==> config.mk <==
export PLATFORM = sky130hd
export DESIGN_NAME = scpi_serial_command_parser
export DESIGN_NICKNAME = d
export VERILOG_FILES = /design/src/scpi_pkg.sv /design/src/uart_link.sv /design/src/scpi_serial_command_parser.sv
export VERILOG_INCLUDE_DIRS = /design/src
export SDC_FILE = /design/constraint.sdc
export NUM_CORES = 1
export LEC_CHECK = 0
export BUFFER_PORTS_ARGS = -buffer_cell sky130_fd_sc_hd__clkbuf_2
export CAP_MARGIN = 30
export CORE_ASPECT_RATIO = 2
export CORE_MARGIN = 5
export CORE_UTILIZATION = 63
export DETAILED_ROUTE_END_ITERATION = 8
export PLACE_DENSITY_LB_ADDON = 0.05
export SETUP_SLACK_MARGIN = 0.2
export SYNTH_ARGS = -nofsm -noshare
export SYNTH_HDL_FRONTEND = slang
export SYNTH_SLANG_ARGS = --single-unit
==> constraint.sdc <==
create_clock -name mclk -period 6.5 [get_ports mclk]
set_input_delay 1.3 -clock mclk [delete_from_list [all_inputs] [get_ports mclk]]
set_output_delay 1.3 -clock mclk [all_outputs]
set_load 0.01 [all_outputs]
==> src/scpi_consts.svh <==
// Constants for the serial command parser: clock, link, characters and keywords.
// Assumes a single 25 MHz system clock; included by the package and both modules.
`ifndef SCPI_CONSTS_SVH
`define SCPI_CONSTS_SVH

// ----------------------------------------
// Clock and serial link
// ----------------------------------------
`define CLK_HZ      25000000
`define BAUD_RATE   115200
`define MIN_DIV     4

// ----------------------------------------
// Token storage
// ----------------------------------------
`define TOK_CHARS   12
`define TOK_BITS    96
`define LEN_BITS    4

// ----------------------------------------
// Characters
// ----------------------------------------
`define CH_LF       8'h0A
`define CH_CR       8'h0D
`define CH_SPACE    8'h20
`define CH_COLON    8'h3A
`define CH_QUERY    8'h3F
`define CH_ZERO     8'h30
`define CH_ONE      8'h31
`define CH_NINE     8'h39
`define CH_UP_A     8'h41
`define CH_UP_Z     8'h5A
`define CH_LO_A     8'h61
`define CH_LO_Z     8'h7A
`define CASE_DIFF   8'h20

// ----------------------------------------
// Keywords, upper case, short and long forms
// ----------------------------------------
`define KW_OUTP_S   "OUTP"
`define KW_OUTP_L   "OUTPUT"
`define KW_STAT_S   "STAT"
`define KW_STAT_L   "STATE"
`define KW_INIT_S   "INIT"
`define KW_INIT_L   "INITIATE"
`define KW_IMM_S    "IMM"
`define KW_IMM_L    "IMMEDIATE"
`define KW_ON       "ON"
`define KW_OFF      "OFF"
`define KW_ONE      "1"
`define KW_ZERO     "0"

`endif

==> src/scpi_pkg.sv <==
// Types shared by the command parser and its serial link.
// Assumes scpi_consts.svh is on the include path.
`include "scpi_consts.svh"

package scpi_pkg;

	typedef enum logic [2:0] {
		PH_ROOT  = 3'b000,
		PH_NODE  = 3'b001,
		PH_PARAM = 3'b010,
		PH_END   = 3'b011,
		PH_ERR   = 3'b100
	} phase_e;

	typedef enum logic [1:0] {
		RT_NONE = 2'b00,
		RT_OUTP = 2'b01,
		RT_INIT = 2'b10
	} root_e;

	typedef enum logic [1:0] {
		PRM_NONE = 2'b00,
		PRM_ON   = 2'b01,
		PRM_OFF  = 2'b10
	} param_e;

	typedef enum logic [3:0] {
		TK_BAD  = 4'b0000,
		TK_OUTP = 4'b0001,
		TK_STAT = 4'b0010,
		TK_INIT = 4'b0011,
		TK_IMM  = 4'b0100,
		TK_ON   = 4'b0101,
		TK_OFF  = 4'b0110
	} tok_e;

endpackage : scpi_pkg

==> src/uart_link.sv <==
// Serial link, 8 data bits, no parity, 1 stop bit, no flow control.
// Assumes rxd is synchronous to mclk and rst_n is already synchronised.
`timescale 1ns/1ps
`include "scpi_consts.svh"

module uart_link
	import scpi_pkg::*;
#(
	parameter int CLK_HZ = `CLK_HZ,
	parameter int BAUD   = `BAUD_RATE
)(
	input  wire logic       mclk,
	input  wire logic       rst_n,
	input  wire logic       rxd,
	output logic      [7:0] rx_data,
	output logic            rx_valid,
	input  wire logic [7:0] tx_data,
	input  wire logic       tx_valid,
	output logic            tx_ready,
	output logic            txd
);

	localparam int DIV = (CLK_HZ + BAUD / 2) / BAUD;

	generate
		if (DIV < `MIN_DIV)
		begin : g_bad_div
			$error("uart_link: clock too slow for baud rate");
		end
	endgenerate

	typedef struct packed {
		logic        rx_busy;
		logic [15:0] rx_div;
		logic [3:0]  rx_bit;
		logic [7:0]  rx_sh;
		logic [7:0]  rx_data;
		logic        rx_valid;
		logic        tx_busy;
		logic [15:0] tx_div;
		logic [3:0]  tx_bit;
		logic [8:0]  tx_sh;
		logic        txd;
	} link_s;

	link_s s_r;
	link_s s_nxt;

	assign rx_data  = s_r.rx_data;
	assign rx_valid = s_r.rx_valid;
	assign tx_ready = !s_r.tx_busy;
	assign txd      = s_r.txd;

	always_comb
	begin
		s_nxt = s_r;
		s_nxt.rx_valid = 1'b0;
		// ----------------------------------------
		// Receiver: sample mid-bit, one enable per bit time
		// ----------------------------------------
		if (!s_r.rx_busy)
		begin
			if (!rxd)
			begin
				s_nxt.rx_busy = 1'b1;
				s_nxt.rx_div  = 16'(DIV / 2);
				s_nxt.rx_bit  = 4'h0;
			end
		end
		else if (s_r.rx_div != 16'h0000)
			s_nxt.rx_div = s_r.rx_div - 16'h0001;
		else
		begin
			s_nxt.rx_div = 16'(DIV - 1);
			s_nxt.rx_bit = s_r.rx_bit + 4'h1;
			if (s_r.rx_bit == 4'h0 && rxd)
				s_nxt.rx_busy = 1'b0;                     // Glitch, not a start bit
			else if (s_r.rx_bit == 4'h9)
			begin
				s_nxt.rx_busy  = 1'b0;
				s_nxt.rx_data  = s_r.rx_sh;
				s_nxt.rx_valid = rxd;                     // Framing error drops byte
			end
			else if (s_r.rx_bit != 4'h0)
				s_nxt.rx_sh = {rxd, s_r.rx_sh[7:1]};      // LSB first
		end
		// ----------------------------------------
		// Transmitter: start, 8 data, stop
		// ----------------------------------------
		if (!s_r.tx_busy)
		begin
			if (tx_valid)
			begin
				s_nxt.tx_busy = 1'b1;
				s_nxt.tx_sh   = {1'b1, tx_data};
				s_nxt.tx_div  = 16'(DIV - 1);
				s_nxt.tx_bit  = 4'h0;
				s_nxt.txd     = 1'b0;
			end
		end
		else if (s_r.tx_div != 16'h0000)
			s_nxt.tx_div = s_r.tx_div - 16'h0001;
		else
		begin
			s_nxt.tx_div = 16'(DIV - 1);
			if (s_r.tx_bit == 4'h9)
				s_nxt.tx_busy = 1'b0;                     // Stop bit served in full
			else
			begin
				s_nxt.txd    = s_r.tx_sh[0];
				s_nxt.tx_sh  = {1'b1, s_r.tx_sh[8:1]};
				s_nxt.tx_bit = s_r.tx_bit + 4'h1;
			end
		end
	end

	always_ff @(posedge mclk or negedge rst_n)
	begin
		if (!rst_n)
		begin
			s_r     <= '0;
			s_r.txd <= 1'b1;
		end
		else
			s_r <= s_nxt;
	end

endmodule : uart_link

==> src/scpi_serial_command_parser.sv <==
// Text command interpreter for the output subsystem, fed by a serial link
// and by a parallel byte port from the instrument bus front end.
// Assumes the host ends each message with a line feed and waits for replies.
`timescale 1ns/1ps
`include "scpi_consts.svh"

module scpi_serial_command_parser
	import scpi_pkg::*;
(
	input  wire logic       mclk,
	input  wire logic       rstn,
	input  wire logic       uart_rxd,
	output logic            uart_txd,
	input  wire logic [7:0] par_data,
	input  wire logic       par_valid,
	output logic            par_ready,
	output logic      [7:0] par_reply_data,
	output logic            par_reply_valid,
	input  wire logic       par_reply_ready,
	output logic            rf_signal_output,
	output logic            init_pulse
);

	// ----------------------------------------
	// Reset release
	// ----------------------------------------
	logic [1:0] rst_sync_r;
	logic       rst_n_s;

	always_ff @(posedge mclk or negedge rstn)
	begin
		if (!rstn)
			rst_sync_r <= 2'b00;
		else
			rst_sync_r <= {rst_sync_r[0], 1'b1};
	end

	assign rst_n_s = rst_sync_r[1];

	// ----------------------------------------
	// Serial link
	// ----------------------------------------
	logic [7:0] rx_data;
	logic [7:0] reply_tx;
	logic       rx_valid;
	logic       tx_valid;
	logic       tx_ready;

	uart_link #(
		.CLK_HZ (`CLK_HZ),
		.BAUD   (`BAUD_RATE)
	) u_link (
		.mclk     (mclk),
		.rst_n    (rst_n_s),
		.rxd      (uart_rxd),
		.rx_data  (rx_data),
		.rx_valid (rx_valid),
		.tx_data  (reply_tx),
		.tx_valid (tx_valid),
		.tx_ready (tx_ready),
		.txd      (uart_txd)
	);

	// ----------------------------------------
	// Parser state
	// ----------------------------------------
	typedef struct packed {
		logic [`TOK_BITS-1:0] tok;
		logic [`LEN_BITS-1:0] len;
		phase_e               ph;
		root_e                root;
		logic                 query;
		param_e               prm;
		logic                 rf_on;
		logic                 init_pulse;
		logic [1:0]           reply_cnt;
		logic                 reply_src;
		logic [7:0]           reply_byte;
	} parse_s;

	parse_s s_r;
	parse_s s_nxt;

	// Exact match against either form only, so partial spellings fall to TK_BAD
	function automatic tok_e classify(input logic [`TOK_BITS-1:0] t);
		tok_e k;
		k = TK_BAD;
		if (t == `TOK_BITS'(`KW_OUTP_S) || t == `TOK_BITS'(`KW_OUTP_L))
			k = TK_OUTP;
		else if (t == `TOK_BITS'(`KW_STAT_S) || t == `TOK_BITS'(`KW_STAT_L))
			k = TK_STAT;
		else if (t == `TOK_BITS'(`KW_INIT_S) || t == `TOK_BITS'(`KW_INIT_L))
			k = TK_INIT;
		else if (t == `TOK_BITS'(`KW_IMM_S) || t == `TOK_BITS'(`KW_IMM_L))
			k = TK_IMM;
		else if (t == `TOK_BITS'(`KW_ON) || t == `TOK_BITS'(`KW_ONE))
			k = TK_ON;
		else if (t == `TOK_BITS'(`KW_OFF) || t == `TOK_BITS'(`KW_ZERO))
			k = TK_OFF;
		return k;
	endfunction : classify

	// Consume the collected token according to where in the message it stands
	function automatic parse_s close_tok(input parse_s st);
		parse_s r;
		tok_e   k;
		r = st;
		k = classify(st.tok);
		if (st.len != '0)
		begin
			case (st.ph)
				PH_ROOT:
					if (k == TK_OUTP)
						r.root = RT_OUTP;
					else if (k == TK_INIT)
						r.root = RT_INIT;
					else
						r.ph = PH_ERR;
				PH_NODE:
					// Explicit default node changes nothing, same as omitting it
					if (!((st.root == RT_OUTP && k == TK_STAT) ||
						(st.root == RT_INIT && k == TK_IMM)))
						r.ph = PH_ERR;
				PH_PARAM:
					if (st.prm != PRM_NONE || st.root != RT_OUTP)
						r.ph = PH_ERR;
					else if (k == TK_ON)
						r.prm = PRM_ON;
					else if (k == TK_OFF)
						r.prm = PRM_OFF;
					else
						r.ph = PH_ERR;
				default:
					r.ph = PH_ERR;
			endcase
		end
		r.tok = '0;
		r.len = '0;
		return r;
	endfunction : close_tok

	// Act on a finished message; anything not matched is dropped silently
	function automatic parse_s execute(input parse_s st, input logic src);
		parse_s r;
		r = st;
		if (st.ph != PH_ERR)
		begin
			case (st.root)
				RT_OUTP:
					if (st.query && st.prm == PRM_NONE)
					begin
						r.reply_cnt  = 2'd2;
						r.reply_src  = src;
						r.reply_byte = st.rf_on ? `CH_ONE : `CH_ZERO;
					end
					else if (!st.query && st.prm != PRM_NONE)
						r.rf_on = (st.prm == PRM_ON);
				RT_INIT:
					if (!st.query && st.prm == PRM_NONE)
						r.init_pulse = 1'b1;                              // Query falls through
				default:
					r.rf_on = st.rf_on;
			endcase
		end
		r.tok   = '0;
		r.len   = '0;
		r.ph    = PH_ROOT;
		r.root  = RT_NONE;
		r.query = 1'b0;
		r.prm   = PRM_NONE;
		return r;
	endfunction : execute

	// ----------------------------------------
	// Byte intake and reply drain
	// ----------------------------------------
	logic sink_ready;

	// A reply in flight stalls the parallel port; the serial port cannot stall
	assign par_ready       = (s_r.reply_cnt == 2'd0) && !rx_valid;
	assign tx_valid        = (s_r.reply_cnt != 2'd0) && !s_r.reply_src;
	assign par_reply_valid = (s_r.reply_cnt != 2'd0) && s_r.reply_src;
	assign par_reply_data  = s_r.reply_byte;
	assign reply_tx        = s_r.reply_byte;
	assign sink_ready      = s_r.reply_src ? par_reply_ready : tx_ready;
	assign rf_signal_output = s_r.rf_on;
	assign init_pulse      = s_r.init_pulse;

	logic [7:0] c;
	logic       take;
	logic       from_par;
	logic       is_alnum;

	always_comb
	begin
		s_nxt = s_r;
		s_nxt.init_pulse = 1'b0;
		c        = 8'h00;
		take     = 1'b0;
		from_par = 1'b0;
		// Both ports feed the same interpreter
		if (rx_valid)
		begin
			c    = rx_data;
			take = 1'b1;
		end
		else if (par_valid && par_ready)
		begin
			c        = par_data;
			take     = 1'b1;
			from_par = 1'b1;
		end
		if (c >= `CH_LO_A && c <= `CH_LO_Z)
			c = c - `CASE_DIFF;
		is_alnum = (c >= `CH_UP_A && c <= `CH_UP_Z) || (c >= `CH_ZERO && c <= `CH_NINE);

		if (s_r.reply_cnt != 2'd0 && sink_ready)
		begin
			s_nxt.reply_cnt  = s_r.reply_cnt - 2'd1;
			s_nxt.reply_byte = `CH_LF;
		end

		if (take)
		begin
			if (c == `CH_LF)
				s_nxt = execute(close_tok(s_nxt), from_par);
			else if (s_r.ph == PH_ERR || c == `CH_CR)
				s_nxt.ph = s_r.ph;
			else if (c == `CH_COLON)
			begin
				s_nxt = close_tok(s_nxt);
				if (s_nxt.ph == PH_ROOT && s_nxt.root != RT_NONE)
					s_nxt.ph = PH_NODE;
				else if (s_nxt.ph != PH_ROOT)
					s_nxt.ph = PH_ERR;
			end
			else if (c == `CH_QUERY || c == `CH_SPACE)
			begin
				s_nxt = close_tok(s_nxt);
				if (s_nxt.ph == PH_PARAM && c == `CH_SPACE)
					s_nxt.ph = PH_PARAM;
				else if ((s_nxt.ph == PH_ROOT || s_nxt.ph == PH_NODE) &&
					s_nxt.root != RT_NONE)
				begin
					// Header may stop at the root, node left out
					s_nxt.query = (c == `CH_QUERY);
					s_nxt.ph    = (c == `CH_QUERY) ? PH_END : PH_PARAM;
				end
				else if (!(s_nxt.ph == PH_ROOT && c == `CH_SPACE))
					s_nxt.ph = PH_ERR;
			end
			else if (is_alnum && s_r.ph != PH_END)
			begin
				// Overlong tokens can never match, so they poison the message
				if (s_r.len == `LEN_BITS'(`TOK_CHARS))
					s_nxt.ph = PH_ERR;
				else
				begin
					s_nxt.tok = {s_r.tok[`TOK_BITS-9:0], c};
					s_nxt.len = s_r.len + `LEN_BITS'(1);
				end
			end
			else
				s_nxt.ph = PH_ERR;                                    // Brackets land here
		end
	end

	always_ff @(posedge mclk or negedge rst_n_s)
	begin
		if (!rst_n_s)
			s_r <= '0;
		else
			s_r <= s_nxt;
	end

endmodule : scpi_serial_command_parser

==> impl_metrics.toml <==
[cells_and_area]
syn_to_final_growth_pct = 7.97
final_common_cell = "dfrtp_1"
final_util_pct = 68.8
n_fill_cell = 1149
multi_input_area_um2 = 4630
final_area_um2 = 10500
layout_common_cells = "dfrtp_1 (190), a22o_1 (95), nand2_1 (86), o21ai_0 (57), nor2_1 (41)"
drive_above_1_share_pct = 10.5
diodes = 0
register_area_um2 = 4810
final_nets = 969

[synth]
ys_types = 82
yosysWarnings = 0
yosysTopAreaCell = "dfrtp_1"
ys.flop_type = "dfrtp_1"
synth_top_cells_by_area = "dfrtp_1 (49%), a22o_1 (8.5%), nand2_1 (3.3%), o21ai_0 (2.9%), nor4_1 (1.9%)"
synth_edf_count = 0
ys_seq_area_share_pct = 49.3
syn_area_per_cell_um2 = 10.3
syn_area_um2 = 9750
synth_cells = 949
ys_async_sr_fraction_pct = 100
synth_nets = 973
ys_seq_elements = 192
yosysTopAreaCellShare_pct = 49.0

[sta]
tightestPinTransition_ps = 1060
slew_viol_final = 0
setup_tns_ps = 0
fmax_ghz = 0.203
min_period_ps = 4930
finClkSkew_ps = 11.1
relSlewSlack_pct = 29.3
rsz0062_at_grt = "false"
hold_viol_final = 0
min_period_over_period_pct = 75.8
setup_viol = 0

[run_status]
status = "complete, no violations"

[route]
vias = 7830
drt_wl_total_um = 23600
drtAntennaViolNets = 0
drtIter0Drc = 527
vias_per_cell = 6.77
wl_per_cell_um = 20.4
drc_errors = 0
first_pass_iters = 5

[power_and_ir_drop]
irDropWorstVdd_mv = 0.218
p_leak_nw = 4.70
pwr_density_cell_nw_per_um2 = 289

[global_routing]
grt_use_met3_pct = 3.60
grt-ovfl-total = 0
first_global_vias = 8019
antenna_found_initial = 0
use_met1_pct = 30.7
grt_pass1_wl_um = 39800
grt_max_degree = 182
grtUsageMet2_pct = 49.4
groute.usage.overall_pct = 27.0
top_usage_layer = "met2"

[setup_path]
regToRegSetupSlack_ps = 1720
endpoint = "s_r[82]"
r2r_cells = 13
worstSetupEndpointType = "flip-flop"
crit_path_max_fanout = 69
setup.worst_path.start = "par_valid"
start_kind = "input port"
timing.rr.end = "s_r[82]"
r2r-start = "s_r[9]"
cp.arrival_ps = 5280
cp.required_ps = 6850
path_class = "in -> reg"

[cts]
cts_sinks = 192
cts_max_level = 4
clock_latency_ps = 430
cts_setup_buffers = 0
clockBufferDepth = 2
tritoncts = "built"
clkTransAtPathRegs_ps = 70
hold_buffers = 0
post_cts_resized = 0
numCtsBuffers = 17
root_buffer = "clkbuf_16"

[floorplan]
die-width_um = 98.0
core_um2 = 15300
dieArea_um2 = 18200
num_rows = 64
chipHeight_um = 186
io_pins = 26
initial_core_util_pct = 63.8

[placement]
port_buffers = 25
gp_congestion = 0.957
dp_hpwl_um = 16800
place_area_um2 = 9960

[run]
max-cap-violations = 0

[hold_path]
hold_class = "reg -> async"
==> cells in the mapped netlist (8+ instances only) <==
cell type,n
a21oi_1,13
a22o_1,95
a22oi_1,14
and2_1,11
and3_1,12
buf_4,8
clkbuf_1,34
dfrtp_1,191
ha_1,11
inv_1,23
mux2_2,9
mux2_4,8
nand2_1,86
nand2b_1,14
nand3_1,25
nand4_1,16
nand4b_1,14
nor2_1,41
nor2b_1,16
nor3_1,30
nor4_1,29
o211a_1,8
o21ai_0,57
o22ai_1,10
o31ai_1,14
or3_1,16
or4_1,12
xnor2_1,8
==> power breakdown <==
| group | internal, mW | total (mW) | switching [mW] | leakage [nW] |
|---|---|---|---|---|
| logic | 0.215 | 0.519 | 0.304 | 1.89 |
| clock network | 0.570 | 1.02 | 0.450 | 0.267 |
| registers | 1.31 | 1.50 | 0.186 | 2.55 |
| total | 2.10 | 3.04 | 0.940 | 4.70 |
==> how the worst min path moves through the flow <==
stage | endpoint | cells after the start | startpoint
floorplan | rst_sync_r[1] | 0 | rst_sync_r[0]
global placement | par_reply_data[3] | 0 | rst_sync_r[1]
detailed placement | par_reply_data[3] | 0 | rst_sync_r[1]
CTS | par_reply_data[2] | 0 | rst_sync_r[1]
global route | par_reply_data[5] | 0 | rst_sync_r[1]
finish | par_reply_data[6] | 0 | rst_sync_r[1]
==> sequential cells by signal (all words and copies together), names as in the netlist <==
register and count:
init_pulse 1, par_reply_data 8, rf_signal_output 1, rst_sync_r 2, s_r 111, u_link.rx_data 8
u_link.rx_valid 1, u_link.s_r 59, u_link.txd 1
==> metal layers <==
| metal | vias up | wire length (um) |
|---|---|---|
| met1 | 3941 | 8970 |
| met5 | - | 0 |
| met2 | 221 | 13100 |
| li1 | 3608 | - |
| met4 | 0 | 843 |
| met3 | 60 | 648 |
==> cell type report <==
type / count / area share (%)
timing repair buffer: 30 / 1.78
sequential: 192 / 45.7
inverter: 23 / 0.820
clock buffer: 20 / 4.15
tap: 198 / 2.35
multi-input combinational: 681 / 43.9
clock inverter: 12 / 1.28
==> metrics by stage <==
step	instances	hold WS [ps]	power, mW	worst slack (ps)
after floorplan	949	331	1.87	755
after detailed placement	1124	148	2.04	1290
after global routing	1156	163	3.20	1430
final	1156	148	3.04	1570
after global placement	1123	144	2.01	1480
after CTS	1156	154	3.05	1710
==> kinds of logic (layout without fill, tap and decap cells) <==
kind of cell | after synthesis | after routing | share of synthesized area (%)
AND/OR/NAND/NOR | 360 | 360 | 20.8
AO/OA/AOI/OAI | 278 | 278 | 21.4
flip-flops | 192 | 192 | 49.3
buffers and inverters | 76 | 85 | 3.48
multiplexers | 22 | 22 | 2.81
adder cells (fa/ha/maj) | 11 | 11 | 1.41
XOR/XNOR | 9 | 9 | 0.808
other | 1 | 1 | 0.0384
==> critical path, stage by stage <==
cell	delay [ps]
clkbuf_2	180
nand3_1	110
o21ai_1	440
inv_1	190
ha_1	370
nand4b_1	170
a2111oi_0	640
o21ai_1	330
o21ai_0	290
and3_2	670
buf_12	360
a22o_1	200
(Power assumes the default switching activity.)
